## src/rtl/pim_pkg.sv

```systemverilog
package pim_pkg;
    // ------------------------------------------------------------
    // sizes
    // ------------------------------------------------------------
    localparam int PIM_SLOTS = 8;
    localparam int PIM_PINS = 48;
    localparam int PIM_SELW = 6;
    localparam int PIM_CNDW = 3;
    localparam int PIM_AW = 12;

    // ------------------------------------------------------------
    // register byte offsets
    // ------------------------------------------------------------
    localparam logic [PIM_AW-1:0] PIM_OFF_MODE = 12'h000;
    localparam logic [PIM_AW-1:0] PIM_OFF_RISE = 12'h004;
    localparam logic [PIM_AW-1:0] PIM_OFF_FALL = 12'h008;
    localparam logic [PIM_AW-1:0] PIM_OFF_SEL0 = 12'h00C;
    localparam logic [PIM_AW-1:0] PIM_OFF_SEL1 = 12'h010;
    localparam logic [PIM_AW-1:0] PIM_OFF_CTRL = 12'h014;
    localparam logic [PIM_AW-1:0] PIM_OFF_SRC = 12'h018;
    localparam logic [PIM_AW-1:0] PIM_OFF_CFG = 12'h01C;
    localparam logic [PIM_AW-1:0] PIM_OFF_STAT = 12'h020;
    localparam logic [PIM_AW-1:0] PIM_OFF_CLR = 12'h024;
    localparam logic [PIM_AW-1:0] PIM_OFF_ENA = 12'h028;
    localparam logic [PIM_AW-1:0] PIM_OFF_LVL = 12'h02C;

    // ------------------------------------------------------------
    // field positions and reset values
    // ------------------------------------------------------------
    localparam int PIM_CTRL_PM_BIT = 0;
    localparam int PIM_CTRL_EV_BIT = 1;
    localparam int PIM_CTRL_END_LSB = 8;
    localparam logic [7:0] PIM_RST_BYTE = 8'h00;
    localparam logic [PIM_SELW-1:0] PIM_RST_SEL = 6'h00;
    localparam logic [PIM_CNDW-1:0] PIM_RST_CND = 3'h0;

    // ------------------------------------------------------------
    // slice conditions
    // ------------------------------------------------------------
    localparam logic [PIM_CNDW-1:0] PIM_CND_ONE = 3'h0;
    localparam logic [PIM_CNDW-1:0] PIM_CND_RISE = 3'h1;
    localparam logic [PIM_CNDW-1:0] PIM_CND_FALL = 3'h2;
    localparam logic [PIM_CNDW-1:0] PIM_CND_EDGE = 3'h3;
    localparam logic [PIM_CNDW-1:0] PIM_CND_HIGH = 3'h4;
    localparam logic [PIM_CNDW-1:0] PIM_CND_LOW = 3'h5;

    // ------------------------------------------------------------
    // bus responses
    // ------------------------------------------------------------
    localparam logic [1:0] PIM_RESP_OKAY = 2'h0;
    localparam logic [1:0] PIM_RESP_SLVERR = 2'h2;
endpackage

```

## src/rtl/pim_pin_sync.sv

```systemverilog
module pim_pin_sync
    import pim_pkg::*;
#(
    parameter int WIDTH = PIM_PINS
) (
    input wire logic ref_clk,
    input wire logic rst,
    input wire logic [WIDTH-1:0] pin_in,
    output logic [WIDTH-1:0] lvl,
    output logic [WIDTH-1:0] rise,
    output logic [WIDTH-1:0] fall
);
    typedef struct packed {
        logic [WIDTH-1:0] s1;
        logic [WIDTH-1:0] s2;
        logic [WIDTH-1:0] s3;
    } pim_sync_t;

    pim_sync_t r;
    pim_sync_t n;

    // two stages, then a history stage for edges
    always_comb begin
        n.s1 = pin_in;
        n.s2 = r.s1;
        n.s3 = r.s2;
    end

    always_ff @(posedge ref_clk) begin
        if (rst) begin
            r <= '0;
        end else begin
            r <= n;
        end
    end

    // edges compare current and previous synced samples
    assign lvl = r.s2;
    assign rise = r.s2 & ~r.s3;
    assign fall = ~r.s2 & r.s3;
endmodule

```

## src/rtl/pim_top.sv

```systemverilog
// Function
// - up to eight slots, each picking any port 0 or port 1 pin, act as edge or level request sources.
// - every slot drives its own interrupt line to the processor interrupt controller.
// - an edge slot requests on rising, falling or both edges of its pin.
// - a level slot requests while its pin is high, or while it is low.
// - pin interrupts keep working and raise wake in sleep and deep-sleep.
// - the pattern engine takes up to eight selected pins as inputs to one expression.
// - each slice tests one pin for a level or a transition, except a constant-true slice, which tests no pin.
// - every product term raises its own interrupt when it is satisfied.
// - when enabled, a match gives a one-cycle core event pulse, also brought out to a pin.
// - the pattern engine works only in active and sleep, not in deep-sleep.
// - pin selection is made in the configuration block whatever function owns the pin.
// - registers answer each read or write within a single cycle.
module pim_top
    import pim_pkg::*;
#(
    parameter int SLOTS = PIM_SLOTS,
    parameter int PINS = PIM_PINS
) (
    input wire logic ref_clk,
    input wire logic rst,
    input wire logic [PINS-1:0] gpio_pins,
    input wire logic deep_sleep,
    input wire logic [PIM_AW-1:0] s_axi_awaddr,
    input wire logic s_axi_awvalid,
    output logic s_axi_awready,
    input wire logic [31:0] s_axi_wdata,
    input wire logic [3:0] s_axi_wstrb,
    input wire logic s_axi_wvalid,
    output logic s_axi_wready,
    output logic [1:0] s_axi_bresp,
    output logic s_axi_bvalid,
    input wire logic s_axi_bready,
    input wire logic [PIM_AW-1:0] s_axi_araddr,
    input wire logic s_axi_arvalid,
    output logic s_axi_arready,
    output logic [31:0] s_axi_rdata,
    output logic [1:0] s_axi_rresp,
    output logic s_axi_rvalid,
    input wire logic s_axi_rready,
    output logic [SLOTS-1:0] pin_irq,
    output logic irq,
    output logic wake_req,
    output logic core_event_pulse,
    output logic core_event_pin
);
    // ------------------------------------------------------------
    // parameter check
    // ------------------------------------------------------------
    if (SLOTS != PIM_SLOTS || PINS > (1 << PIM_SELW) || PINS < 1) begin : g_chk
        $error("pim_top: unsupported SLOTS or PINS");
    end

    // ------------------------------------------------------------
    // state
    // ------------------------------------------------------------
    typedef struct packed {
        logic [7:0] mode;
        logic [7:0] rise_en;
        logic [7:0] fall_en;
        logic [7:0][PIM_SELW-1:0] sel;
        logic pm_en;
        logic ev_en;
        logic [7:0] endpt;
        logic [7:0][PIM_CNDW-1:0] src;
        logic [7:0][PIM_CNDW-1:0] cfg;
        logic [7:0] status;
        logic [7:0] enable;
        logic [7:0] match_q;
        logic ev;
        logic aw_ok;
        logic [PIM_AW-1:0] awaddr;
        logic w_ok;
        logic [31:0] wdata;
        logic [3:0] wstrb;
        logic bvalid;
        logic [1:0] bresp;
        logic rvalid;
        logic [31:0] rdata;
        logic [1:0] rresp;
    } pim_state_t;

    pim_state_t r;
    pim_state_t n;

    logic [PINS-1:0] p_lvl;
    logic [PINS-1:0] p_rise;
    logic [PINS-1:0] p_fall;
    logic [7:0] s_lvl;
    logic [7:0] s_rise;
    logic [7:0] s_fall;
    logic [7:0] pin_ev;
    logic [7:0] slc;
    logic [7:0] match;
    logic [7:0] set;
    logic [7:0] clr;
    logic acc;
    logic do_wr;
    logic [PIM_AW-1:0] wa;
    logic [31:0] wd;
    logic [3:0] ws;
    logic [31:0] rd;
    logic rd_hit;
    logic wr_hit;

    // ------------------------------------------------------------
    // pin synchronisers
    // ------------------------------------------------------------
    pim_pin_sync #(
        .WIDTH(PINS)
    ) u_sync (
        .ref_clk(ref_clk),
        .rst(rst),
        .pin_in(gpio_pins),
        .lvl(p_lvl),
        .rise(p_rise),
        .fall(p_fall)
    );

    // merges bytes of a write into an old word
    function automatic logic [31:0] wmerge(input logic [31:0] old, input logic [31:0] d,
                                           input logic [3:0] st);
        logic [31:0] m;
        m = {{8{st[3]}}, {8{st[2]}}, {8{st[1]}}, {8{st[0]}}};
        return (old & ~m) | (d & m);
    endfunction

    // ------------------------------------------------------------
    // slot selection and per slot events
    // ------------------------------------------------------------
    for (genvar k = 0; k < 8; k++) begin : g_slot
        logic ok;
        assign ok = {1'b0, r.sel[k]} < (PIM_SELW+1)'(PINS);
        // any pin, whatever its function, may be picked
        assign s_lvl[k] = ok & p_lvl[r.sel[k]];
        assign s_rise[k] = ok & p_rise[r.sel[k]];
        assign s_fall[k] = ok & p_fall[r.sel[k]];
        // edge mode uses rise and fall enables, level mode uses enable and polarity
        assign pin_ev[k] = r.mode[k]
            ? (r.rise_en[k] & (r.fall_en[k] ? s_lvl[k] : ~s_lvl[k]))
            : ((r.rise_en[k] & s_rise[k]) | (r.fall_en[k] & s_fall[k]));
        // slice test on its chosen slot input
        always_comb begin
            case (r.cfg[k])
                PIM_CND_ONE: slc[k] = 1'b1;
                PIM_CND_RISE: slc[k] = s_rise[r.src[k]];
                PIM_CND_FALL: slc[k] = s_fall[r.src[k]];
                PIM_CND_EDGE: slc[k] = s_rise[r.src[k]] | s_fall[r.src[k]];
                PIM_CND_HIGH: slc[k] = s_lvl[r.src[k]];
                PIM_CND_LOW: slc[k] = ~s_lvl[r.src[k]];
                default: slc[k] = 1'b0;
            endcase
        end
    end

    // product terms end at every slice marked as an endpoint
    always_comb begin
        acc = 1'b1;
        match = '0;
        for (int i = 0; i < 8; i++) begin
            acc = acc & slc[i];
            match[i] = r.endpt[i] & acc;
            if (r.endpt[i]) begin
                acc = 1'b1;
            end
        end
    end

    // pattern engine is held off in deep-sleep
    assign set = r.pm_en ? (deep_sleep ? 8'h00 : match) : pin_ev;

    // ------------------------------------------------------------
    // bus write path
    // ------------------------------------------------------------
    assign s_axi_awready = !r.aw_ok && !r.bvalid;
    assign s_axi_wready = !r.w_ok && !r.bvalid;
    assign s_axi_arready = !r.rvalid;
    assign wa = r.aw_ok ? r.awaddr : s_axi_awaddr;
    assign wd = r.w_ok ? r.wdata : s_axi_wdata;
    assign ws = r.w_ok ? r.wstrb : s_axi_wstrb;
    assign do_wr = (r.aw_ok || (s_axi_awvalid && s_axi_awready))
        && (r.w_ok || (s_axi_wvalid && s_axi_wready)) && !r.bvalid;
    assign clr = (do_wr && wa == PIM_OFF_CLR) ? (wd[7:0] & {8{ws[0]}}) : 8'h00;

    // read mux of register words
    always_comb begin
        rd = '0;
        rd_hit = 1'b1;
        case (s_axi_araddr)
            PIM_OFF_MODE: rd[7:0] = r.mode;
            PIM_OFF_RISE: rd[7:0] = r.rise_en;
            PIM_OFF_FALL: rd[7:0] = r.fall_en;
            PIM_OFF_SEL0: for (int k = 0; k < 4; k++) rd[8*k +: PIM_SELW] = r.sel[k];
            PIM_OFF_SEL1: for (int k = 0; k < 4; k++) rd[8*k +: PIM_SELW] = r.sel[k+4];
            PIM_OFF_CTRL: begin
                rd[PIM_CTRL_PM_BIT] = r.pm_en;
                rd[PIM_CTRL_EV_BIT] = r.ev_en;
                rd[PIM_CTRL_END_LSB +: 8] = r.endpt;
            end
            PIM_OFF_SRC: rd[23:0] = r.src;
            PIM_OFF_CFG: rd[23:0] = r.cfg;
            PIM_OFF_STAT: rd[7:0] = r.status;
            PIM_OFF_CLR: rd = '0;
            PIM_OFF_ENA: rd[7:0] = r.enable;
            PIM_OFF_LVL: rd[7:0] = s_lvl;
            default: rd_hit = 1'b0;
        endcase
    end

    // ------------------------------------------------------------
    // next state
    // ------------------------------------------------------------
    always_comb begin
        logic [31:0] v;
        v = '0;
        n = r;
        wr_hit = 1'b1;
        // address and data are taken in either order
        if (s_axi_awvalid && s_axi_awready) begin
            n.aw_ok = 1'b1;
            n.awaddr = s_axi_awaddr;
        end
        if (s_axi_wvalid && s_axi_wready) begin
            n.w_ok = 1'b1;
            n.wdata = s_axi_wdata;
            n.wstrb = s_axi_wstrb;
        end
        if (do_wr) begin
            case (wa)
                PIM_OFF_MODE: begin
                    v = wmerge({24'h00_0000, r.mode}, wd, ws);
                    n.mode = v[7:0];
                end
                PIM_OFF_RISE: begin
                    v = wmerge({24'h00_0000, r.rise_en}, wd, ws);
                    n.rise_en = v[7:0];
                end
                PIM_OFF_FALL: begin
                    v = wmerge({24'h00_0000, r.fall_en}, wd, ws);
                    n.fall_en = v[7:0];
                end
                PIM_OFF_SEL0, PIM_OFF_SEL1: begin
                    for (int k = 0; k < 4; k++) begin
                        if (ws[k] && wa == PIM_OFF_SEL0) n.sel[k] = wd[8*k +: PIM_SELW];
                        if (ws[k] && wa == PIM_OFF_SEL1) n.sel[k+4] = wd[8*k +: PIM_SELW];
                    end
                end
                PIM_OFF_CTRL: begin
                    v = wmerge({16'h0000, r.endpt, 6'h00, r.ev_en, r.pm_en}, wd, ws);
                    n.pm_en = v[PIM_CTRL_PM_BIT];
                    n.ev_en = v[PIM_CTRL_EV_BIT];
                    n.endpt = v[PIM_CTRL_END_LSB +: 8];
                end
                PIM_OFF_SRC: begin
                    v = wmerge({8'h00, r.src}, wd, ws);
                    n.src = v[23:0];
                end
                PIM_OFF_CFG: begin
                    v = wmerge({8'h00, r.cfg}, wd, ws);
                    n.cfg = v[23:0];
                end
                PIM_OFF_ENA: begin
                    v = wmerge({24'h00_0000, r.enable}, wd, ws);
                    n.enable = v[7:0];
                end
                PIM_OFF_STAT, PIM_OFF_CLR, PIM_OFF_LVL: v = '0;
                default: wr_hit = 1'b0;
            endcase
            n.aw_ok = 1'b0;
            n.w_ok = 1'b0;
            n.bvalid = 1'b1;
            n.bresp = wr_hit ? PIM_RESP_OKAY : PIM_RESP_SLVERR;
        end else if (r.bvalid && s_axi_bready) begin
            n.bvalid = 1'b0;
        end
        // reads answer on the next edge
        if (s_axi_arvalid && s_axi_arready) begin
            n.rvalid = 1'b1;
            n.rdata = rd;
            n.rresp = rd_hit ? PIM_RESP_OKAY : PIM_RESP_SLVERR;
        end else if (r.rvalid && s_axi_rready) begin
            n.rvalid = 1'b0;
        end
        // sticky status, a new event wins over a clear
        n.status = (r.status & ~clr) | set;
        // one pulse per new match
        n.match_q = set & {8{r.pm_en}};
        n.ev = r.ev_en && r.pm_en && !deep_sleep && |(match & ~r.match_q);
    end

    always_ff @(posedge ref_clk) begin
        if (rst) begin
            r <= '0;
        end else begin
            r <= n;
        end
    end

    // ------------------------------------------------------------
    // outputs
    // ------------------------------------------------------------
    assign s_axi_bvalid = r.bvalid;
    assign s_axi_bresp = r.bresp;
    assign s_axi_rvalid = r.rvalid;
    assign s_axi_rdata = r.rdata;
    assign s_axi_rresp = r.rresp;
    assign pin_irq = r.status & r.enable;
    assign irq = |pin_irq;
    assign wake_req = |pin_irq && !(r.pm_en && deep_sleep);
    assign core_event_pulse = r.ev;
    assign core_event_pin = r.ev;

    // ------------------------------------------------------------
    // assertions
    // ------------------------------------------------------------
    property p_edge_rise;
        @(posedge ref_clk) disable iff (rst)
        !r.pm_en && !r.mode[0] && r.rise_en[0] && s_rise[0] |=> r.status[0];
    endproperty
    a_edge_rise: assert property (p_edge_rise) else $error("rise edge not flagged");

    property p_edge_fall_off;
        @(posedge ref_clk) disable iff (rst)
        !r.pm_en && !r.mode[1] && !r.rise_en[1] && !r.fall_en[1] && !r.status[1]
            |=> !r.status[1];
    endproperty
    a_edge_fall_off: assert property (p_edge_fall_off) else $error("disabled slot flagged");

    property p_level_low;
        @(posedge ref_clk) disable iff (rst)
        !r.pm_en && r.mode[1] && r.rise_en[1] && !r.fall_en[1] && !s_lvl[1] |=> r.status[1];
    endproperty
    a_level_low: assert property (p_level_low) else $error("low level not flagged");

    property p_own_line;
        @(posedge ref_clk) disable iff (rst)
        r.enable[3] && $rose(r.status[3]) |-> pin_irq[3] && irq;
    endproperty
    a_own_line: assert property (p_own_line) else $error("slot line not raised");

    property p_ev_pulse;
        @(posedge ref_clk) disable iff (rst)
        core_event_pulse |=> !core_event_pulse || $changed(match);
    endproperty
    a_ev_pulse: assert property (p_ev_pulse) else $error("event pulse too long");

    property p_no_pm_deep;
        @(posedge ref_clk) disable iff (rst)
        deep_sleep && r.pm_en ##1 deep_sleep |-> !core_event_pulse && !wake_req;
    endproperty
    a_no_pm_deep: assert property (p_no_pm_deep) else $error("pattern active in deep-sleep");

    property p_deep_wake;
        @(posedge ref_clk) disable iff (rst)
        !r.pm_en && r.enable[0] && r.status[0] |-> wake_req;
    endproperty
    a_deep_wake: assert property (p_deep_wake) else $error("no wake from pin irq");

    property p_rd_one;
        @(posedge ref_clk) disable iff (rst)
        s_axi_arvalid && s_axi_arready |=> s_axi_rvalid;
    endproperty
    a_rd_one: assert property (p_rd_one) else $error("read not answered in one cycle");

    property p_wr_one;
        @(posedge ref_clk) disable iff (rst)
        s_axi_awvalid && s_axi_awready && s_axi_wvalid && s_axi_wready |=> s_axi_bvalid;
    endproperty
    a_wr_one: assert property (p_wr_one) else $error("write not answered in one cycle");

    property p_sync;
        @(posedge ref_clk) disable iff (rst)
        ##3 1'b1 |-> p_lvl[0] == $past(gpio_pins[0], 2);
    endproperty
    a_sync: assert property (p_sync) else $error("pin sync delay wrong");

    c_edge_irq: cover property (@(posedge ref_clk) disable iff (rst) $rose(pin_irq[0]));
    c_match: cover property (@(posedge ref_clk) disable iff (rst) core_event_pulse);
    c_deep_wake: cover property (@(posedge ref_clk) disable iff (rst) deep_sleep && wake_req);
endmodule

```

## config.mk

```make
export PLATFORM = sky130hd
export DESIGN_NAME = pim_top
export DESIGN_NICKNAME = d
export VERILOG_FILES = /design/src/rtl/pim_pkg.sv /design/src/rtl/pim_pin_sync.sv /design/src/rtl/pim_top.sv
export SDC_FILE = /design/constraint.sdc
export NUM_CORES = 1
export LEC_CHECK = 0
export BUFFER_PORTS_ARGS = -buffer_cell sky130_fd_sc_hd__buf_2
export CAP_MARGIN = 20
export CORE_MARGIN = 2
export CORE_UTILIZATION = 50
export DETAILED_ROUTE_END_ITERATION = 6
export PLACE_DENSITY = 0.68
export SETUP_SLACK_MARGIN = 0.05
export SYNTH_ARGS = -nofsm -noshare
export SYNTH_HDL_FRONTEND = slang
export SYNTH_HIERARCHICAL = 1
export SYNTH_SLANG_ARGS = --single-unit
```

## constraint.sdc

```tcl
create_clock -name ref_clk -period 9.31 [get_ports ref_clk]
set_clock_uncertainty 0.2 [all_clocks]
set_input_delay 1.3965 -clock ref_clk [delete_from_list [all_inputs] [get_ports ref_clk]]
set_output_delay 1.3965 -clock ref_clk [all_outputs]
set_load 0.02 [all_outputs]
```

==> results.cfg <==
[outcome]
status = complete, no violations

[min_path]
whs_path_depth = 1
min_from = u_sync/n[51]$_SDFF_PP0_
min-delay-path-class = register to register

[synth]
synth_area_um2 = 27900
ys_seq_elements = 381
synth-edff-count = 0
ys.flop_type = dfxtp_1
yosysWarnings = 6
synth.avg_cell_area_um2 = 9.16
synthesis.instances = 3041
ys_seq_area_share_pct = 27.4
yosysUniqueCellTypes = 90
async_flop_share_pct = 0

[setup_path]
cp-start-kind = register
cp_max_fo = 26
critPathTopFamily = compound AO/OA/AOI/OAI gates
worst_path_most_repeated_cell = a21oi_1
critPathBufInv = 1
end_kind = register
regToRegStartpoint = r[189]$_SDFFE_PP0P_
slowest_stage = dfxtp_2
r2r-end = core_event_pin$_SDFF_PP0_
crit_arrival_ns = 6.55
rr_worst_depth = 14
crit_path_start = r[189]$_SDFFE_PP0P_
crit_cells = 14
path_class = register to register
path_cells = buf_4 -> mux4_2 -> and4_1 -> a31oi_1 -> nand3_1 -> nor2_1 -> a211oi_1 -> a21oi_1 -> nand4_1 -> o22ai_1 -> a21oi_1 -> a222oi_1 -> o211a_1 -> a41oi_2
slowest_delay_ns = 0.87
crit_end = core_event_pin$_SDFF_PP0_
r2r_slack_ns = 3.04
crit_required_ns = 9.59

[sta]
hold_viol_final = 0
slew_headroom_pct = 14.0
hold_slack_ns = 0.199
worstMarginPinSlew_ns = 1.26
setup_tns_ns = 0
setup_viol = 0
period_needed_ns = 6.27
max_freq_mhz = 160
final_max_slew_viol_count = 0
rsz0062_at_grt = false
setup_ws_ns = 3.04
finalCritPeriodShare_pct = 67.3

[clocking]
root_buffer = clkbuf_16
cts_hold_buf = 0
cts_tree = done
post_cts_resized = 0
clk_pin_slew_ns = 0.06
cts_buffer_depth = 3
cts_setup_buffers = 0
insertion_delay_ns = 0.60
htree_levels = 2
cts.sinks = 381
cts_made_buffers = 44

[global_route]
grt_antenna_before_repair = 2
grt_first_pass_wirelength_um = 155000
grt_usage_pct = 35.9
first_global_vias = 24300
grt_max_degree = 197
grt-ovfl-total = 0

[detailed_routing]
firstDrtPassIters = 6
drc = 0
drt_iter0_markers = 4150
ant_nets = 0
wl_per_cell_um = 27.7
viasPerCell = 6.87
via_count = 26100
drt_wl_total_um = 105000

[cells_and_area]
fillers = 4996
final_nets = 3126
layout_commonest_cell = dfxtp_1
area_growth_pct = 7.97
final_cell_mix = dfxtp_1, mux2i_1, nor2_1
final_layout_size_suffix_gt1_share_pct = 21.0

[floorplan]
rows = 86
die_w_um = 240
initial_core_util_pct = 50.6
die_height_um = 240
fp.dieArea_um2 = 57600
io_pins = 169
core-area_um2 = 55100

[power_and_ir_drop]
power.leakage_nw = 10.1
irDropWorstVdd_uv = 195
p_per_area_nw_per_um2 = 133

[place]
dp_slack_ns = 3.30
portBuffers = 162
dp_hpwl_um = 75100
gp_congestion = 1.06

[job]
maxCapViolations = 0
[how the worst min path moves through the flow]
stage	end	slack [ns]
5_1_grt	u_sync/lvl[9]$_SDFF_PP0_	0.23
6_report	u_sync/lvl[3]$_SDFF_PP0_	0.20
3_5_place_dp	u_sync/lvl[43]$_SDFF_PP0_	0.22
4_1_cts	u_sync/lvl[3]$_SDFF_PP0_	0.21
3_3_place_gp	u_sync/lvl[15]$_SDFF_PP0_	0.22
2_1_floorplan	u_sync/lvl[0]$_SDFF_PP0_	0.21
[kinds of logic after synthesis]
logic type	count (synthesis)	synth area share, %
flops	381	27.4
other cells	1	0.0135
buf+inv	365	6.89
compound gates	601	15.1
simple gates	1115	20.6
mux	571	29.8
xor+xnor	7	0.220
[worst register-to-register path: cells and delay by family, from the launching register on]
family	cells	cell delay, ns
buffers and inverters	1	0.58
AND/OR/NAND/NOR	4	1.40
multiplexers	1	0.60
AO/OA/AOI/OAI	8	2.52
flip-flops	1	0.87
[routing by layer]
layer	GRT usage [%]	up-vias	part of all wire (%)
li1	-	11200	-
met1	48.0	12600	38
met2	51.9	1925	42
met3	11.1	393	14
met4	18.9	2	6.2
met5	0	-	0.012
[synth_stat cells (all sizes together), types with 9 or more instances]
| library cell | number | area, µm² |
|---|---|---|
| mux2i | 330 | 3300 |
| a221oi | 22 | 193 |
| or2 | 11 | 68.8 |
| a311oi | 13 | 114 |
| mux2 | 40 | 458 |
| nor4 | 18 | 113 |
| nor2 | 295 | 1110 |
| a31oi | 22 | 138 |
| o211ai | 16 | 120 |
| dfxtp | 381 | 7630 |
| clkbuf | 134 | 503 |
| a22oi | 146 | 1100 |
| o22ai | 11 | 68.8 |
| a2111oi | 11 | 96.3 |
| mux4 | 201 | 4540 |
| a211oi | 83 | 638 |
| nor2b | 298 | 1990 |
| nand2b | 45 | 282 |
| nand3b | 18 | 135 |
| o21ai | 52 | 272 |
| nand2 | 224 | 841 |
| buf | 185 | 1240 |
| nand3 | 74 | 375 |
| nor3 | 54 | 290 |
| nor3b | 11 | 82.6 |
| and2 | 25 | 156 |
| a21oi | 139 | 699 |
| or3 | 16 | 100 |
| inv | 45 | 169 |
| a222oi | 9 | 90.1 |
[per-stage QoR]
step                      area [µm²]  instances  power [mW]  utilization, %
after floorplan                27900       3044        2.03               -
after global placement         28500       3708        2.15            51.7
after detailed placement       28500       3709        2.16            51.7
after CTS                      30000       3789        4.00            54.5
after global routing           30100       3792        4.10            54.6
final                          30100       3796        3.99            54.6
[cell type report]
class	instances	area, µm²	area share (%)
multi-input cells	2298	18400	61.0
well taps	748	936	3.11
inverters	46	173	0.574
diodes	4	10.0	0.0333
clock inverters	19	300	0.998
repair buffers	239	1420	4.72
flip-flops and latches	381	7640	25.4
clock buffers	61	1250	4.14
[power by group]
group | switching (mW) | leakage [nW] | internal [mW]
Clock | 0.738 | 0.745 | 1.11
Combinational | 0.253 | 6.26 | 0.161
Sequential | 0.0523 | 3.11 | 1.68
No activity file was read; power rests on OpenSTA's default activity.
